[src/hdl/voice_tx_params.svh]
/*
 * Register offsets, field positions and reset values of the
 * transmit voice FIFO block.
 * Assumes byte-wide registers on a 16-bit register address.
 */
`ifndef VOICE_TX_PARAMS_SVH
`define VOICE_TX_PARAMS_SVH

`define OFS_DATA      16'h2750
`define OFS_MUTE      16'h2751
`define OFS_CTL       16'h2752
`define OFS_RPTR      16'h2753
`define OFS_WPTR      16'h2754
`define OFS_SIZE      16'h2755
`define OFS_IRQ_STAT  16'h2756
`define OFS_IRQ_MASK  16'h2757
`define OFS_FAULT     16'h2758
`define OFS_STATUS    16'h275a

`define CTL_FILL      0
`define CTL_CLEAR     1
`define CTL_MUTE      2
`define CTL_GO        3

`define STS_POP       2
`define STS_PUSH      3
`define STS_FILL      4

`define FLT_UNDER     0
`define FLT_OVER      1

`define IRQ_DMA_DONE  0
`define IRQ_FILL_DONE 1
`define IRQ_OVER      2
`define IRQ_UNDER     3

`define RST_BYTE      8'h00
`define FIFO_DEPTH    128
`define FILL_LAST     7'h7f

`endif

[src/hdl/voice_tx_pkg.sv]
/*
 * Types of the transmit voice FIFO block.
 * Assumes a 128-entry byte buffer with 7-bit addresses.
 */
package voice_tx_pkg;

	typedef enum logic [3:0] {
		DMA_IDLE  = 4'b0001,
		DMA_FETCH = 4'b0010,
		DMA_LOAD  = 4'b0100,
		DMA_SEND  = 4'b1000
	} dma_state_e;

	typedef struct packed {
		logic       en;
		logic [6:0] addr;
		logic [7:0] data;
	} mem_wr_s;

	typedef struct packed {
		logic       en;
		logic [6:0] addr;
	} mem_rd_s;

endpackage

[src/hdl/voice_tx_mem.sv]
/*
 * Byte buffer of the transmit voice FIFO, one write and one read port.
 * Assumes one clock; read data are registered and valid one cycle later.
 */
`timescale 1ns/10ps
`default_nettype none

module voice_tx_mem #(
	parameter int DEPTH = 128
) (
	input  wire logic                 mclk_i,
	input  wire voice_tx_pkg::mem_wr_s wr_i,
	input  wire voice_tx_pkg::mem_rd_s rd_i,
	output logic [7:0]                rd_data_o
);

	logic [7:0] store_q [DEPTH];

	generate
		if (DEPTH != 128)
		begin : g_check
			$error("voice_tx_mem serves only a depth of 128");
		end
	endgenerate

	always_ff @(posedge mclk_i)
	begin
		if (wr_i.en)
		begin
			store_q[wr_i.addr] <= wr_i.data;
		end
	end

	always_ff @(posedge mclk_i)
	begin
		if (rd_i.en)
		begin
			rd_data_o <= store_q[rd_i.addr];
		end
	end

endmodule

`default_nettype wire

[src/hdl/voice_tx_fifo_dma.sv]
/*
 * Transmit voice FIFO with DMA into the MAC transmit FIFO.
 * Assumes the register master, encoder and MAC side are synchronous
 * to mclk_i; the MAC side accepts a byte when mac_ready_i is high.
 */
// Local design decision: strobed register access.
`timescale 1ns/10ps
`default_nettype none
`include "voice_tx_params.svh"

module voice_tx_fifo_dma #(
	parameter int DEPTH = `FIFO_DEPTH
) (
	input  wire logic        mclk_i,
	input  wire logic        rst_n_i,
	input  wire logic [15:0] addr_i,
	input  wire logic [7:0]  wdata_i,
	input  wire logic        wr_i,
	input  wire logic        rd_i,
	output logic      [7:0]  rdata_o,
	input  wire logic        enc_valid_i,
	input  wire logic [7:0]  enc_data_i,
	output logic             enc_ready_o,
	output logic             mac_valid_o,
	output logic      [7:0]  mac_data_o,
	input  wire logic        mac_ready_i,
	output logic             irq_o
);

	generate
		if (DEPTH != 128)
		begin : g_check
			$error("voice_tx_fifo_dma serves only a depth of 128");
		end
	endgenerate

	voice_tx_pkg::dma_state_e state_q;
	voice_tx_pkg::dma_state_e state_d;
	voice_tx_pkg::mem_wr_s    mem_wr;
	voice_tx_pkg::mem_rd_s    mem_rd;

	logic [7:0] mute_val_q;
	logic       mute_en_q;
	logic [7:0] size_q;
	logic [7:0] count_q;
	logic [7:0] rptr_q;
	logic [7:0] wptr_q;
	logic       fill_busy_q;
	logic [6:0] fill_idx_q;
	logic       push_seen_q;
	logic       pop_seen_q;
	logic       over_q;
	logic       under_q;
	logic [3:0] irq_stat_q;
	logic [3:0] irq_mask_q;
	logic [7:0] rdata_q;
	logic       sel_fifo_q;
	logic [7:0] mac_data_q;
	logic [7:0] mem_q;

	wire hit_data   = addr_i == `OFS_DATA;
	wire hit_mute   = addr_i == `OFS_MUTE;
	wire hit_ctl    = addr_i == `OFS_CTL;
	wire hit_rptr   = addr_i == `OFS_RPTR;
	wire hit_wptr   = addr_i == `OFS_WPTR;
	wire hit_size   = addr_i == `OFS_SIZE;
	wire hit_istat  = addr_i == `OFS_IRQ_STAT;
	wire hit_imask  = addr_i == `OFS_IRQ_MASK;
	wire hit_fault  = addr_i == `OFS_FAULT;
	wire hit_status = addr_i == `OFS_STATUS;

	wire wr_ctl   = wr_i & hit_ctl;
	wire go_req   = wr_ctl & wdata_i[`CTL_GO];
	wire clr_req  = wr_ctl & wdata_i[`CTL_CLEAR];
	wire fill_req = wr_ctl & wdata_i[`CTL_FILL];
	// Data register write pushes a byte
	wire sw_push  = wr_i & hit_data;
	wire sw_pop   = rd_i & hit_data;

	// Wrap bit tells full from empty
	wire same_addr = rptr_q[6:0] == wptr_q[6:0];
	wire empty     = same_addr & (rptr_q[7] == wptr_q[7]);
	wire full      = same_addr & (rptr_q[7] != wptr_q[7]);

	assign enc_ready_o = ~fill_busy_q & ~sw_push;
	wire enc_push      = enc_valid_i & enc_ready_o;

	// Push on full and pop on empty
	wire push_req   = (sw_push | enc_push) & ~fill_busy_q;
	wire push_ok    = push_req & ~full;
	wire over_ev    = push_req & full;
	wire [7:0] push_byte = sw_push ? wdata_i : enc_data_i;

	wire dma_fetch  = (state_q == voice_tx_pkg::DMA_FETCH) & ~sw_pop;
	wire pop_req    = sw_pop | dma_fetch;
	wire pop_ok     = pop_req & ~empty;
	wire under_ev   = pop_req & empty;

	wire fill_start = fill_req & ~fill_busy_q;
	wire fill_done  = fill_busy_q & (fill_idx_q == `FILL_LAST);
	wire send_last  = (state_q == voice_tx_pkg::DMA_SEND) & mac_ready_i & (count_q == 8'h01);
	wire zero_done  = (state_q == voice_tx_pkg::DMA_IDLE) & go_req & (size_q == 8'h00);
	wire dma_done   = send_last | zero_done;

	// Fill writes mute value at every entry
	assign mem_wr.en   = fill_busy_q | push_ok;
	assign mem_wr.addr = fill_busy_q ? fill_idx_q : wptr_q[6:0];
	assign mem_wr.data = fill_busy_q ? mute_val_q : push_byte;

	assign mem_rd.en   = pop_req;
	assign mem_rd.addr = rptr_q[6:0];

	voice_tx_mem #(
		.DEPTH     (DEPTH)
	) u_mem (
		.mclk_i    (mclk_i),
		.wr_i      (mem_wr),
		.rd_i      (mem_rd),
		.rd_data_o (mem_q)
	);

	wire [7:0] pop_byte = mute_en_q ? mute_val_q : mem_q;

	wire [3:0] irq_events = {under_ev, over_ev, fill_done, dma_done};
	wire [3:0] irq_w1c    = (wr_i & hit_istat) ? wdata_i[3:0] : 4'h0;

	wire [7:0] ctl_rd    = {5'h00, mute_en_q, 2'h0};
	wire [7:0] status_rd = {3'h0, fill_busy_q, push_seen_q, pop_seen_q, 2'h0};
	wire [7:0] fault_rd  = {6'h00, over_q, under_q};

	wire [7:0] rd_mux =
		hit_mute   ? mute_val_q :
		hit_ctl    ? ctl_rd :
		hit_rptr   ? rptr_q :
		hit_wptr   ? wptr_q :
		hit_size   ? size_q :
		hit_istat  ? {4'h0, irq_stat_q} :
		hit_imask  ? {4'h0, irq_mask_q} :
		hit_fault  ? fault_rd :
		hit_status ? status_rd :
		8'h00;

	assign rdata_o     = sel_fifo_q ? pop_byte : rdata_q;
	assign mac_valid_o = state_q == voice_tx_pkg::DMA_SEND;
	assign mac_data_o  = mac_data_q;
	assign irq_o       = |(irq_stat_q & irq_mask_q);

	always_ff @(posedge mclk_i or negedge rst_n_i)
	begin
		if (!rst_n_i)
		begin
			rdata_q    <= `RST_BYTE;
			sel_fifo_q <= 1'b0;
		end
		else
		begin
			rdata_q    <= rd_i ? rd_mux : `RST_BYTE;
			sel_fifo_q <= sw_pop;
		end
	end

	always_ff @(posedge mclk_i or negedge rst_n_i)
	begin
		if (!rst_n_i)
		begin
			mute_val_q <= `RST_BYTE;
			mute_en_q  <= 1'b0;
			size_q     <= `RST_BYTE;
			irq_mask_q <= 4'h0;
		end
		else if (wr_i)
		begin
			if (hit_mute)
				mute_val_q <= wdata_i;
			if (hit_ctl)
				mute_en_q <= wdata_i[`CTL_MUTE];
			if (hit_size)
				size_q <= wdata_i;
			if (hit_imask)
				irq_mask_q <= wdata_i[3:0];
		end
	end

	always_ff @(posedge mclk_i or negedge rst_n_i)
	begin
		if (!rst_n_i)
			rptr_q <= `RST_BYTE;
		else if (clr_req)
			rptr_q <= `RST_BYTE;
		else if (wr_i & hit_rptr)
			rptr_q <= wdata_i;
		else if (pop_ok)
			rptr_q <= rptr_q + 8'h01;
	end

	always_ff @(posedge mclk_i or negedge rst_n_i)
	begin
		if (!rst_n_i)
			wptr_q <= `RST_BYTE;
		else if (clr_req)
			wptr_q <= `RST_BYTE;
		else if (wr_i & hit_wptr)
			wptr_q <= wdata_i;
		else if (push_ok)
			wptr_q <= wptr_q + 8'h01;
	end

	always_ff @(posedge mclk_i or negedge rst_n_i)
	begin
		if (!rst_n_i)
		begin
			fill_busy_q <= 1'b0;
			fill_idx_q  <= 7'h00;
		end
		else if (fill_start)
		begin
			fill_busy_q <= 1'b1;
			fill_idx_q  <= 7'h00;
		end
		else if (fill_busy_q)
		begin
			fill_busy_q <= ~fill_done;
			fill_idx_q  <= fill_idx_q + 7'h01;
		end
	end

	always_ff @(posedge mclk_i or negedge rst_n_i)
	begin
		if (!rst_n_i)
		begin
			push_seen_q <= 1'b0;
			pop_seen_q  <= 1'b0;
			over_q      <= 1'b0;
			under_q     <= 1'b0;
		end
		else
		begin
			push_seen_q <= push_ok;
			pop_seen_q  <= pop_ok;
			over_q      <= over_ev | (over_q & ~clr_req);
			under_q     <= under_ev | (under_q & ~clr_req);
		end
	end

	always_ff @(posedge mclk_i or negedge rst_n_i)
	begin
		if (!rst_n_i)
			irq_stat_q <= 4'h0;
		else
			irq_stat_q <= irq_events | (irq_stat_q & ~irq_w1c);
	end

	// Go starts a transfer, no stored bit
	// Pop, load, send until count reached
	always_comb
	begin
		state_d = state_q;
		case (state_q)
			voice_tx_pkg::DMA_IDLE:
			begin
				if (go_req && size_q != 8'h00)
					state_d = voice_tx_pkg::DMA_FETCH;
			end
			voice_tx_pkg::DMA_FETCH:
			begin
				if (dma_fetch)
					state_d = voice_tx_pkg::DMA_LOAD;
			end
			voice_tx_pkg::DMA_LOAD:
			begin
				state_d = voice_tx_pkg::DMA_SEND;
			end
			voice_tx_pkg::DMA_SEND:
			begin
				if (send_last)
					state_d = voice_tx_pkg::DMA_IDLE;
				else if (mac_ready_i)
					state_d = voice_tx_pkg::DMA_FETCH;
			end
			default:
			begin
				state_d = voice_tx_pkg::DMA_IDLE;
			end
		endcase
	end

	always_ff @(posedge mclk_i or negedge rst_n_i)
	begin
		if (!rst_n_i)
			state_q <= voice_tx_pkg::DMA_IDLE;
		else
			state_q <= state_d;
	end

	// Count loaded from size on start
	always_ff @(posedge mclk_i or negedge rst_n_i)
	begin
		if (!rst_n_i)
			count_q <= `RST_BYTE;
		else if (state_q == voice_tx_pkg::DMA_IDLE && go_req)
			count_q <= size_q;
		else if (state_q == voice_tx_pkg::DMA_SEND && mac_ready_i)
			count_q <= count_q - 8'h01;
	end

	// Popped byte, or the mute value when muted, sent to the MAC
	always_ff @(posedge mclk_i or negedge rst_n_i)
	begin
		if (!rst_n_i)
			mac_data_q <= `RST_BYTE;
		else if (state_q == voice_tx_pkg::DMA_LOAD)
			mac_data_q <= pop_byte;
	end

endmodule

`default_nettype wire

[config.mk]
export PLATFORM = sky130hd
export DESIGN_NAME = voice_tx_fifo_dma
export DESIGN_NICKNAME = d
export VERILOG_FILES = /design/src/hdl/voice_tx_pkg.sv /design/src/hdl/voice_tx_mem.sv /design/src/hdl/voice_tx_fifo_dma.sv
export VERILOG_INCLUDE_DIRS = /design/src /design/src/hdl
export SDC_FILE = /design/constraint.sdc
export NUM_CORES = 1
export LEC_CHECK = 0
export BUFFER_PORTS_ARGS = -buffer_cell sky130_fd_sc_hd__buf_2
export CAP_MARGIN = 20
export CELL_PAD_IN_SITES_DETAIL_PLACEMENT = 0
export CELL_PAD_IN_SITES_GLOBAL_PLACEMENT = 1
export CORE_MARGIN = 8
export CORE_UTILIZATION = 45
export CTS_CLUSTER_DIAMETER = 150
export DETAILED_ROUTE_END_ITERATION = 7
export PLACE_DENSITY_LB_ADDON = 0.1
export SYNTH_ARGS = -nofsm -noshare
export SYNTH_HDL_FRONTEND = slang
export SYNTH_SLANG_ARGS = --single-unit
export TNS_END_PERCENT = 5
[constraint.sdc]
create_clock -name mclk_i -period 8.2 [get_ports mclk_i]
set_input_delay 0 -clock mclk_i [delete_from_list [all_inputs] [get_ports mclk_i]]
set_output_delay 0 -clock mclk_i [all_outputs]
set_load 0.05 [all_outputs]
==> results of run 1 <==
==> worst max-delay path, delay by kind of cell, from the launching register on <==
family                 cells  cell delay (ns)
multiplexers               2             0.83
AO/OA/AOI/OAI              3             0.78
flip-flops                 1             0.66
buffers and inverters      2             1.57
==> area by class of cell <==
type / instances / share of cell area
Sequential cell: 1114 / 0.652
Multi-Input combinational cell: 1232 / 0.221
Clock buffer: 157 / 0.0619
Tap cell: 1287 / 0.0318
Timing Repair Buffer: 133 / 0.0188
Clock inverter: 60 / 0.0133
Inverter: 12 / 0.000889
==> worst paths after layout <==
kind / start / slack (ns) / depth (start not counted) / endpoint
min in group asynchronous: rst_n_i / 0.39 / 3 / sel_fifo_q
setup reg to reg: rptr_q[0] / 3.91 / 7 / u_mem.rd_data_o[2]
hold / removal: addr_i[1] / 0.06 / 4 / rdata_q[1]
hold reg to reg: over_q / 0.50 / 1 / over_q
max in group asynchronous: rst_n_i / 7.15 / 4 / rptr_q[2]
setup / recovery: rptr_q[0] / 3.91 / 7 / u_mem.rd_data_o[2]
==> layer usage <==
metal / vias up / share of wire / routed length (um) / GRT usage
li1: 10300 / - / - / -
met1: 12400 / 0.43 / 48800 / 0.274
met2: 646 / 0.49 / 55900 / 0.337
met3: 186 / 0.051 / 5800 / 0.0352
met4: 0 / 0.029 / 3300 / 0.0598
met5: - / 0 / 0 / 0
==> through the flow <==
stage	setup WS [ns]	hold slack, ns	util	cell area (um^2)
finish	3.91	0.0601	0.514	50700
global route	3.57	0.0874	0.514	50700
CTS	3.77	0.00494	0.514	50600
detailed placement	3.80	0.279	0.472	46500
global placement	3.80	0.266	0.472	46500
floorplan	0.912	-0.296	-	44800
==> cells by family (layout without fill, tap and decap cells) <==
family,after synthesis,count (layout),share of synthesized area
flip-flops,1114,1114,0.738
AND/OR/NAND/NOR,445,445,0.0472
multiplexers,400,400,0.144
AO/OA/AOI/OAI,362,362,0.0506
buffers and inverters,164,362,0.0153
XOR/XNOR,20,20,0.00391
adder cells (fa/ha/maj),5,5,0.00140
==> layout by cell type (no fill, tap or decap), types with 5 or more instances in the layout <==
| cell type | instances |
|---|---|
| nor4_1 | 8 |
| buf_4 | 43 |
| nand2_1 | 79 |
| nand3b_1 | 10 |
| dlygate4sd3_1 | 33 |
| o21ai_4 | 8 |
| mux2i_1 | 185 |
| clkbuf_16 | 117 |
| o22ai_1 | 68 |
| bufinv_16 | 10 |
| nand4_1 | 8 |
| a211oi_1 | 11 |
| clkbuf_1 | 34 |
| and3_1 | 6 |
| nand3_1 | 24 |
| o21ai_0 | 50 |
| inv_1 | 11 |
| mux2_2 | 23 |
| clkinv_2 | 21 |
| nor2b_1 | 9 |
| a21oi_1 | 107 |
| buf_2 | 56 |
| nor2_1 | 178 |
| nand3_2 | 6 |
| dfrtp_1 | 77 |
| and2_1 | 8 |
| clkbuf_8 | 6 |
| nor3_1 | 55 |
| ha_1 | 5 |
| xnor2_1 | 20 |
| mux4_2 | 192 |
| a22oi_1 | 75 |
| nor3b_1 | 5 |
| o32ai_1 | 11 |
| clkinv_1 | 16 |
| nand2b_1 | 14 |
| edfxtp_1 | 1032 |
==> sequential cells by signal, summed over array words and instances (netlist names), 7 cells and up <==
name and cells:
count_q 8, size_q 8, fill_idx_q 7, wptr_q 8, u_mem.rd_data_o 8, mute_val_q 8
rptr_q 8, rdata_q 8, mac_data_o 8, u_mem.store_q 1024
==> repair_timing <==
action / in CTS / in global routing
hold buffers: 32 / 1
hold endpoints to repair: 165 / 39
buffers inserted: 0 / 0
setup endpoints to repair: 0 / 0
==> power by group through the flow <==
stage	clock [mW]	sequential (mW)	combinational, mW
2_1_floorplan	0	6.68	2.67
3_3_place_gp	0	6.74	3.88
3_5_place_dp	0	6.75	3.89
4_1_cts	5.32	6.63	3.92
5_1_grt	5.50	6.65	4.12
6_report	5.21	6.63	3.86
==> flow_summary.html, run 1 <==
<table>
<tr><th>Metric</th><th>Value</th></tr>
<tr><th colspan="2">Outcome</th></tr>
<tr><td>Run status</td><td>completed</td></tr>
<tr><th colspan="2">Logic synthesis</th></tr>
<tr><td>Net count after synthesis</td><td>2553</td></tr>
<tr><td>Most instantiated library cell after synthesis</td><td>edfxtp_1</td></tr>
<tr><td>Share of the synthesized area in the top cell type</td><td>0.692</td></tr>
<tr><td>Sequential share of the synthesized area</td><td>0.738</td></tr>
<tr><td>Most used DFF post-synth</td><td>edfxtp_1</td></tr>
<tr><td>Gate Count Post-Synth</td><td>2510</td></tr>
<tr><td>Distinct cell type count after synthesis</td><td>62</td></tr>
<tr><td>Cell Area, Synth</td><td>44800 um^2</td></tr>
<tr><td>Most area-hungry cell type in the Yosys netlist</td><td>edfxtp_1</td></tr>
<tr><td>Flip-flop and latch count after synthesis</td><td>1114</td></tr>
<tr><td>Most area-consuming cells after synthesis</td><td>edfxtp_1 (69%), mux4_2 (9.7%), dfrtp_1 (4.5%), mux2i_1 (4.1%), nor2_1 (1.5%)</td></tr>
<tr><td>Synth Warn #</td><td>0</td></tr>
<tr><td>Asr flop ratio synth</td><td>0.0736</td></tr>
<tr><td>Leading post-synthesis cells by instance count</td><td>edfxtp_1 (1032), mux4_2 (192), mux2i_1 (185)</td></tr>
<tr><td>Synthesized area divided by synthesized cell count</td><td>17.8 um^2</td></tr>
<tr><td>Post-synth EDFFs</td><td>1032</td></tr>
<tr><th colspan="2">Timing</th></tr>
<tr><td>Relative slew slack</td><td>0.162</td></tr>
<tr><td>Fin Setup TNS</td><td>0 ns</td></tr>
<tr><td>Post-route clock period utilization</td><td>0.523</td></tr>
<tr><td>Worst clock skew</td><td>0.0329 ns</td></tr>
<tr><td>Number of pins with negative max-slew slack in the final report</td><td>0</td></tr>
<tr><td>Max Clk Rate</td><td>0.233 GHz</td></tr>
<tr><td>Count of endpoints failing setup in the final report</td><td>0</td></tr>
<tr><td>Crit path time final</td><td>4.29 ns</td></tr>
<tr><td>Worst Tran Pin Value</td><td>1.26 ns</td></tr>
<tr><td>RSZ-0062 raised after global routing</td><td>no</td></tr>
<tr><td>Count of final hold-check violations</td><td>0</td></tr>
<tr><th colspan="2">Critical path</th></tr>
<tr><td>Crit path kind</td><td>flip-flop to flip-flop</td></tr>
<tr><td>Cell type of the slowest stage on the worst timing path</td><td>buf_4</td></tr>
<tr><td>Required arrival time at the worst endpoint</td><td>8.60 ns</td></tr>
<tr><td>Critical path launch point type</td><td>flip-flop</td></tr>
<tr><td>Maximum single-stage delay on the critical path</td><td>0.83 ns</td></tr>
<tr><td>Most Frequent Cell on Critical Path</td><td>buf_4</td></tr>
<tr><td>Cells along the critical path</td><td>buf_4 -&gt; buf_4 -&gt; mux4_2 -&gt; mux2i_1 -&gt; a21oi_1 -&gt; a22oi_1 -&gt; o32ai_1</td></tr>
<tr><td>Critical path fanouts, max</td><td>47</td></tr>
<tr><td>Element type at the critical path end</td><td>flip-flop</td></tr>
<tr><td>Data arrival at the endpoint of the critical path</td><td>4.69 ns</td></tr>
<tr><th colspan="2">Clock network</th></tr>
<tr><td>CTS buffer count</td><td>116</td></tr>
<tr><td>Resize count post-CTS</td><td>0</td></tr>
<tr><td>Clock slew at reported path FFs</td><td>0.06 ns</td></tr>
<tr><td>CTS tree</td><td>done</td></tr>
<tr><td>Clock latency at the later pin of the worst-skew pair</td><td>0.70 ns</td></tr>
<tr><td>Clock tree root buffer cell</td><td>clkbuf_16</td></tr>
<tr><td>Count of H-tree levels built during CTS</td><td>3</td></tr>
<tr><td>Clock Sink Count</td><td>1114</td></tr>
<tr><td>Deepest clock path buffer count</td><td>3</td></tr>
<tr><th colspan="2">Die</th></tr>
<tr><td>Overall die width</td><td>331 um</td></tr>
<tr><td>Std cell rows</td><td>115</td></tr>
<tr><td>Core region area</td><td>98600 um^2</td></tr>
<tr><td>Die Area</td><td>110000 um^2</td></tr>
<tr><td>Initial cell density of the core</td><td>0.454</td></tr>
<tr><td>Number of primary I/O pins</td><td>57</td></tr>
<tr><td>Die height</td><td>331 um</td></tr>
<tr><th colspan="2">Route</th></tr>
<tr><td>Final ANT Viol Nets</td><td>0</td></tr>
<tr><td>Via-to-Cell Ratio</td><td>5.90</td></tr>
<tr><td>Total wire length after detailed routing</td><td>114000 um</td></tr>
<tr><td>Number of iterations in the first detailed-routing pass</td><td>5</td></tr>
<tr><td>Total number of vias</td><td>23.6k</td></tr>
<tr><td>WL/cell</td><td>28.5 um</td></tr>
<tr><td>DRC violation count after routing</td><td>0</td></tr>
<tr><td>Detailed router's first-iteration violation count</td><td>1812</td></tr>
<tr><th colspan="2">GRT</th></tr>
<tr><td>GRT Residual Overflow</td><td>0</td></tr>
<tr><td>Maximum number of pins on one net before global-route repair</td><td>97</td></tr>
<tr><td>Total Routing Usage GR</td><td>0.203</td></tr>
<tr><td>Wire length of the first global-routing pass</td><td>167000 um</td></tr>
<tr><td>Number of antenna violations at the first check in global routing</td><td>1</td></tr>
<tr><td>Via count of the first global-routing pass</td><td>24.3k</td></tr>
<tr><th colspan="2">Power and ir drop</th></tr>
<tr><td>Switching Power</td><td>4.75 mW</td></tr>
<tr><td>Net switching share of the total power</td><td>0.302</td></tr>
<tr><td>Leakage power figure</td><td>16.3 nW</td></tr>
<tr><td>Sequential power share</td><td>0.422</td></tr>
<tr><td>Power per Cell Area</td><td>310 nW/um^2</td></tr>
<tr><td>Peak supply drop</td><td>194 uV</td></tr>
<tr><td>Total power</td><td>15.7 mW</td></tr>
<tr><td>Clock power frac</td><td>0.332</td></tr>
<tr><td>Internal power component</td><td>11.0 mW</td></tr>
<tr><td>Share of total power in combinational logic</td><td>0.246</td></tr>
<tr><th colspan="2">Cells and area</th></tr>
<tr><td>Share of final-layout standard cells stronger than drive strength 1</td><td>0.192</td></tr>
<tr><td>Number of nets in the finished design</td><td>2652</td></tr>
<tr><td>Filler instances</td><td>7956</td></tr>
<tr><td>Multi-input logic area</td><td>11200 um^2</td></tr>
<tr><td>Total area of sequential cells</td><td>33100 um^2</td></tr>
<tr><td>Count of non-filler cells in the finished layout</td><td>3995</td></tr>
<tr><td>Layout-stage area growth over the synthesis result</td><td>13.1%</td></tr>
<tr><td>Antenna Diode Count</td><td>0</td></tr>
<tr><th colspan="2">Placement</th></tr>
<tr><td>Total instance count after detailed placement</td><td>3744</td></tr>
<tr><td>IO buf count</td><td>56</td></tr>
<tr><td>Post-DP HPWL</td><td>69500 um</td></tr>
<tr><td>RD Place Congestion</td><td>0.827</td></tr>
<tr><th colspan="2">Job</th></tr>
<tr><td>Number of max-cap violations</td><td>0</td></tr>
<tr><th colspan="2">Worst hold path</th></tr>
<tr><td>Hold WC Path Type</td><td>input port to flip-flop</td></tr>
</table>
(Power assumes the default switching activity.)
==> run 2: changes to the inputs <==
--- a/config.mk
+++ b/config.mk
@@ -6,6 +6,7 @@
 export SDC_FILE = /design/constraint.sdc
 export NUM_CORES = 1
 export LEC_CHECK = 0
+export ABC_AREA = 1
 export BUFFER_PORTS_ARGS = -buffer_cell sky130_fd_sc_hd__buf_2
 export CAP_MARGIN = 20
 export CELL_PAD_IN_SITES_DETAIL_PLACEMENT = 0
==> constraint.sdc (replaced) <==
create_clock -name mclk_i -period 4.4 [get_ports mclk_i]
set_input_delay 0 -clock mclk_i [delete_from_list [all_inputs] [get_ports mclk_i]]
set_output_delay 0 -clock mclk_i [all_outputs]
set_load 0.05 [all_outputs]
==> flow_summary.html, run 2 <==
<table>
<tr><th>Metric</th><th>Value</th></tr>
<tr><th colspan="2">Outcome</th></tr>
<tr><td>Run status</td><td>completed (unchanged)</td></tr>
<tr><th colspan="2">Die</th></tr>
<tr><td>Std cell rows</td><td>118 (was 115)</td></tr>
<tr><td>Core region area</td><td>103000 um^2 (was 98600 um^2)</td></tr>
<tr><td>Die height</td><td>338 um (was 331 um)</td></tr>
<tr><td>Initial cell density of the core</td><td>0.452 (was 0.454)</td></tr>
<tr><td>Number of primary I/O pins</td><td>57 (unchanged)</td></tr>
<tr><td>Die Area</td><td>114000 um^2 (was 110000 um^2)</td></tr>
<tr><td>Overall die width</td><td>338 um (was 331 um)</td></tr>
<tr><th colspan="2">GRT</th></tr>
<tr><td>GRT Residual Overflow</td><td>0 (unchanged)</td></tr>
<tr><td>Via count of the first global-routing pass</td><td>29.9k (was 24.3k)</td></tr>
<tr><td>Maximum number of pins on one net before global-route repair</td><td>138 (was 97)</td></tr>
<tr><td>Total Routing Usage GR</td><td>0.225 (was 0.203)</td></tr>
<tr><td>Wire length of the first global-routing pass</td><td>197000 um (was 167000 um)</td></tr>
<tr><td>Number of antenna violations at the first check in global routing</td><td>3 (was 1)</td></tr>
<tr><th colspan="2">Worst hold path</th></tr>
<tr><td>Number of cells on the worst hold path</td><td>6 (was 4)</td></tr>
<tr><td>Hold WC Path Type</td><td>input port to flip-flop (unchanged)</td></tr>
<tr><td>Worst-case hold path end point</td><td>wptr_q[7] (was rdata_q[1])</td></tr>
<tr><td>Startpoint of the lowest-slack hold path</td><td>addr_i[10] (was addr_i[1])</td></tr>
<tr><th colspan="2">Timing</th></tr>
<tr><td>Crit path time final</td><td>3.86 ns</td></tr>
<tr><td>Fin Setup TNS</td><td>0 ns (unchanged)</td></tr>
<tr><td>Count of endpoints failing setup in the final report</td><td>0 (unchanged)</td></tr>
<tr><td>Number of pins with negative max-slew slack in the final report</td><td>0 (unchanged)</td></tr>
<tr><td>Count of final hold-check violations</td><td>0 (unchanged)</td></tr>
<tr><td>Relative slew slack</td><td>0.262 (was 0.162)</td></tr>
<tr><td>Max Clk Rate</td><td>0.259 GHz</td></tr>
<tr><td>Post-route clock period utilization</td><td>0.878</td></tr>
<tr><td>Worst-case hold slack</td><td>0.0597 ns (was 0.0601 ns)</td></tr>
<tr><td>Worst Tran Pin Value</td><td>1.10 ns (was 1.26 ns)</td></tr>
<tr><td>Worst clock skew</td><td>0.0268 ns (was 0.0329 ns)</td></tr>
<tr><td>RSZ-0062 raised after global routing</td><td>no (unchanged)</td></tr>
<tr><th colspan="2">Critical path</th></tr>
<tr><td>Worst reg2reg endpoint</td><td>u_mem.store_q[8][1] (was u_mem.rd_data_o[2])</td></tr>
<tr><td>Critical path launch point type</td><td>input port (was flip-flop)</td></tr>
<tr><td>R2R setup slack</td><td>0.75 ns (was 3.91 ns)</td></tr>
<tr><td>Path depth of the worst reg2reg path</td><td>8 (was 7)</td></tr>
<tr><td>Crit path kind</td><td>input port to flip-flop (was flip-flop to flip-flop)</td></tr>
<tr><td>Critical path fanouts, max</td><td>22 (was 47)</td></tr>
<tr><td>Data arrival at the endpoint of the critical path</td><td>4.19 ns (was 4.69 ns)</td></tr>
<tr><td>Required arrival time at the worst endpoint</td><td>4.72 ns (was 8.60 ns)</td></tr>
<tr><td>Element type at the critical path end</td><td>flip-flop (unchanged)</td></tr>
<tr><td>Worst reg2reg path startpoint</td><td>fill_busy_q (was rptr_q[0])</td></tr>
<tr><th colspan="2">Cells and area</th></tr>
<tr><td>Leading cell type in the layout, fill and taps excluded</td><td>edfxtp_1 (unchanged)</td></tr>
<tr><td>Most used cells in the layout excluding fill and tap cells</td><td>edfxtp_1 (1032), nand2_1 (865), nor2_1 (587), o21ai_0 (458), a21oi_1 (169) (was edfxtp_1 (1032), mux4_2 (192), mux2i_1 (185), nor2_1 (178), clkbuf_16 (117))</td></tr>
<tr><td>Number of flip-flops under the largest register name</td><td>1024 (unchanged)</td></tr>
<tr><td>Filler instances</td><td>9223 (was 7956)</td></tr>
<tr><td>Final design instance area without fill</td><td>52700 um^2 (was 50700 um^2)</td></tr>
<tr><td>Total area of sequential cells</td><td>33100 um^2 (unchanged)</td></tr>
<tr><td>Share of final-layout standard cells stronger than drive strength 1</td><td>0.0815 (was 0.192)</td></tr>
<tr><td>Number of nets in the finished design</td><td>4165 (was 2652)</td></tr>
<tr><td>Register ranked first by flip-flop count</td><td>u_mem.store_q (unchanged)</td></tr>
<tr><td>Layout-stage area growth over the synthesis result</td><td>12.6% (was 13.1%)</td></tr>
<tr><td>Multi-input logic area</td><td>12200 um^2 (was 11200 um^2)</td></tr>
<tr><th colspan="2">Clock network</th></tr>
<tr><td>Clock Sink Count</td><td>1114 (unchanged)</td></tr>
<tr><td>Clock latency at the later pin of the worst-skew pair</td><td>0.70 ns (about the same)</td></tr>
<tr><td>Deepest clock path buffer count</td><td>3 (unchanged)</td></tr>
<tr><td>Clock tree root buffer cell</td><td>clkbuf_16 (unchanged)</td></tr>
<tr><td>Resize count post-CTS</td><td>0 (unchanged)</td></tr>
<tr><td>Clock slew at reported path FFs</td><td>0.06 ns (about the same)</td></tr>
<tr><td>CTS buffer count</td><td>118 (was 116)</td></tr>
<tr><td>Count of H-tree levels built during CTS</td><td>3 (unchanged)</td></tr>
<tr><td>CTS tree</td><td>done (unchanged)</td></tr>
<tr><th colspan="2">Logic synthesis</th></tr>
<tr><td>Fraction of synthesized area in multiplexers</td><td>0.00217 (was 0.144)</td></tr>
<tr><td>Most area-hungry cell type in the Yosys netlist</td><td>edfxtp_1 (unchanged)</td></tr>
<tr><td>Combinational family with the most area after synthesis</td><td>simple AND/OR/NAND/NOR gates (was multiplexers)</td></tr>
<tr><td>Asr flop ratio synth</td><td>0.0736 (unchanged)</td></tr>
<tr><td>Synth Warn #</td><td>0 (unchanged)</td></tr>
<tr><td>Cell Area, Synth</td><td>46700 um^2 (was 44800 um^2)</td></tr>
<tr><td>Leading post-synthesis cells by instance count</td><td>edfxtp_1 (1032), nand2_1 (867), nor2_1 (587) (was edfxtp_1 (1032), mux4_2 (192), mux2i_1 (185))</td></tr>
<tr><td>Simple-gate portion of the synthesized area</td><td>0.144 (was 0.0472)</td></tr>
<tr><td>Post-synthesis xor/xnor area fraction</td><td>0.00393 (was 0.00391)</td></tr>
<tr><td>Share of the synthesized area in the top cell type</td><td>0.663 (was 0.692)</td></tr>
<tr><td>Adder and majority cell fraction of the synthesized area</td><td>0.00134 (was 0.00140)</td></tr>
<tr><td>Flip-flop and latch count after synthesis</td><td>1114 (unchanged)</td></tr>
<tr><td>Post-synth EDFFs</td><td>1032 (unchanged)</td></tr>
<tr><td>Compound-gate portion of the synthesized area</td><td>0.108 (was 0.0506)</td></tr>
<tr><td>Most area-consuming cells after synthesis</td><td>edfxtp_1 (66%), nand2_1 (7.0%), o21ai_0 (5.0%), nor2_1 (4.7%), dfrtp_1 (4.3%) (was edfxtp_1 (69%), mux4_2 (9.7%), dfrtp_1 (4.5%), mux2i_1 (4.1%), nor2_1 (1.5%))</td></tr>
<tr><td>Distinct cell type count after synthesis</td><td>45 (was 62)</td></tr>
<tr><td>Most used DFF post-synth</td><td>edfxtp_1 (unchanged)</td></tr>
<tr><td>Gate Count Post-Synth</td><td>4100 (was 2510)</td></tr>
<tr><td>Net count after synthesis</td><td>4143 (was 2553)</td></tr>
<tr><td>Most instantiated library cell after synthesis</td><td>edfxtp_1 (unchanged)</td></tr>
<tr><td>Synthesized area divided by synthesized cell count</td><td>11.4 um^2 (was 17.8 um^2)</td></tr>
<tr><td>Sequential share of the synthesized area</td><td>0.707 (was 0.738)</td></tr>
<tr><th colspan="2">Power and ir drop</th></tr>
<tr><td>Power per Cell Area</td><td>432 nW/um^2 (was 310 nW/um^2)</td></tr>
<tr><td>Leakage power figure</td><td>18.3 nW (was 16.3 nW)</td></tr>
<tr><td>Peak supply drop</td><td>370 uV (was 194 uV)</td></tr>
<tr><th colspan="2">Route</th></tr>
<tr><td>WL/cell</td><td>23.6 um (was 28.5 um)</td></tr>
<tr><td>Detailed router's first-iteration violation count</td><td>2769 (was 1812)</td></tr>
<tr><td>DRC violation count after routing</td><td>0 (unchanged)</td></tr>
<tr><td>Via-to-Cell Ratio</td><td>5.50 (was 5.90)</td></tr>
<tr><td>Total number of vias</td><td>30.8k (was 23.6k)</td></tr>
<tr><td>Final ANT Viol Nets</td><td>0 (unchanged)</td></tr>
<tr><td>Number of iterations in the first detailed-routing pass</td><td>6 (was 5)</td></tr>
<tr><td>Total wire length after detailed routing</td><td>132000 um (was 114000 um)</td></tr>
<tr><th colspan="2">Placement</th></tr>
<tr><td>RD Place Congestion</td><td>0.810 (was 0.827)</td></tr>
<tr><td>Post-DP HPWL</td><td>76000 um (was 69500 um)</td></tr>
<tr><td>Dpl cell area</td><td>48500 um^2 (was 46500 um^2)</td></tr>
<tr><td>IO buf count</td><td>56 (unchanged)</td></tr>
<tr><th colspan="2">Job</th></tr>
<tr><td>Number of max-cap violations</td><td>0 (unchanged)</td></tr>
</table>
-- run 2: worst max-delay path by stage --
stage / start / end / slack (ns) / depth (start not counted)
floorplan: fill_busy_q / u_mem.store_q[0][0] / -0.28 / 3
global placement: fill_busy_q / u_mem.store_q[9][4] / 0.77 / 8
detailed placement: fill_busy_q / u_mem.store_q[9][7] / 0.78 / 8
CTS: addr_i[11] / u_mem.store_q[58][2] / 0.65 / 14
global route: addr_i[11] / u_mem.store_q[66][5] / 0.37 / 14
finish: addr_i[11] / u_mem.store_q[2][6] / 0.54 / 14
-- run 2: repair_timing --
item | CTS | global route
buffers inserted | 0 | 0
hold endpoints to repair | 113 | 0
hold buffers | 27 | 0
endpoints found under the setup margin | 0 | 0
-- run 2: kinds of logic (layout without fill, tap and decap cells) --
group,count (synthesis),in the layout
buf+inv,385,507
mux,9,9
xor+xnor,21,21
compound gates,908,908
other cells,0,1
flops,1114,1114
simple gates,1658,1658
fa+ha+maj,5,5
-- run 2: stage by stage --
stage          power [mW]  worst slack, ns  std cells   util
2_1_floorplan        12.5           -0.282       4100      -
5_1_grt              23.4            0.370       5603  0.510
3_5_place_dp         13.0            0.782       5355  0.469
3_3_place_gp         13.0            0.767       5355  0.469
6_report             22.7            0.537       5603  0.510
4_1_cts              22.9            0.652       5602  0.509
-- run 2: cell type report --
cell class                      count  share of cell area
Antenna cell                        1           0.0000475
Clock buffer                      150              0.0599
Clock inverter                     70              0.0134
Inverter                          147              0.0107
Multi-Input combinational cell   2601               0.232
Sequential cell                  1114               0.628
Tap cell                         1380              0.0328
Timing Repair Buffer              140              0.0232
-- run 2: power breakdown --
| part | switching (mW) | internal (mW) | total (mW) |
|---|---|---|---|
| Combinational | 0.814 | 0.188 | 1.00 |
| Sequential | 0.0743 | 11.7 | 11.8 |
| Clock | 4.12 | 5.81 | 9.94 |
-- run 2: critical path: stages --
cell           delay, ns
dlygate4sd3_1       0.54
buf_2               0.12
inv_1               0.07
nand4_1             0.07
dlygate4sd3_1       0.58
nor2_2              0.08
dlygate4sd3_1       0.55
buf_4               0.26
nand3_4             0.24
a21oi_4             0.24
nand2_4             0.11
nand2_8             0.25
nand2_8             0.27
nor2_1              0.76
-- run 2: metal layers --
metal | vias up | GRT usage | wire (um)
met2 | 837 | 0.365 | 62400
met1 | 15400 | 0.320 | 59900
met5 | - | 0 | 13
met3 | 177 | 0.0308 | 7160
li1 | 14500 | - | -
met4 | 2 | 0.0570 | 2990
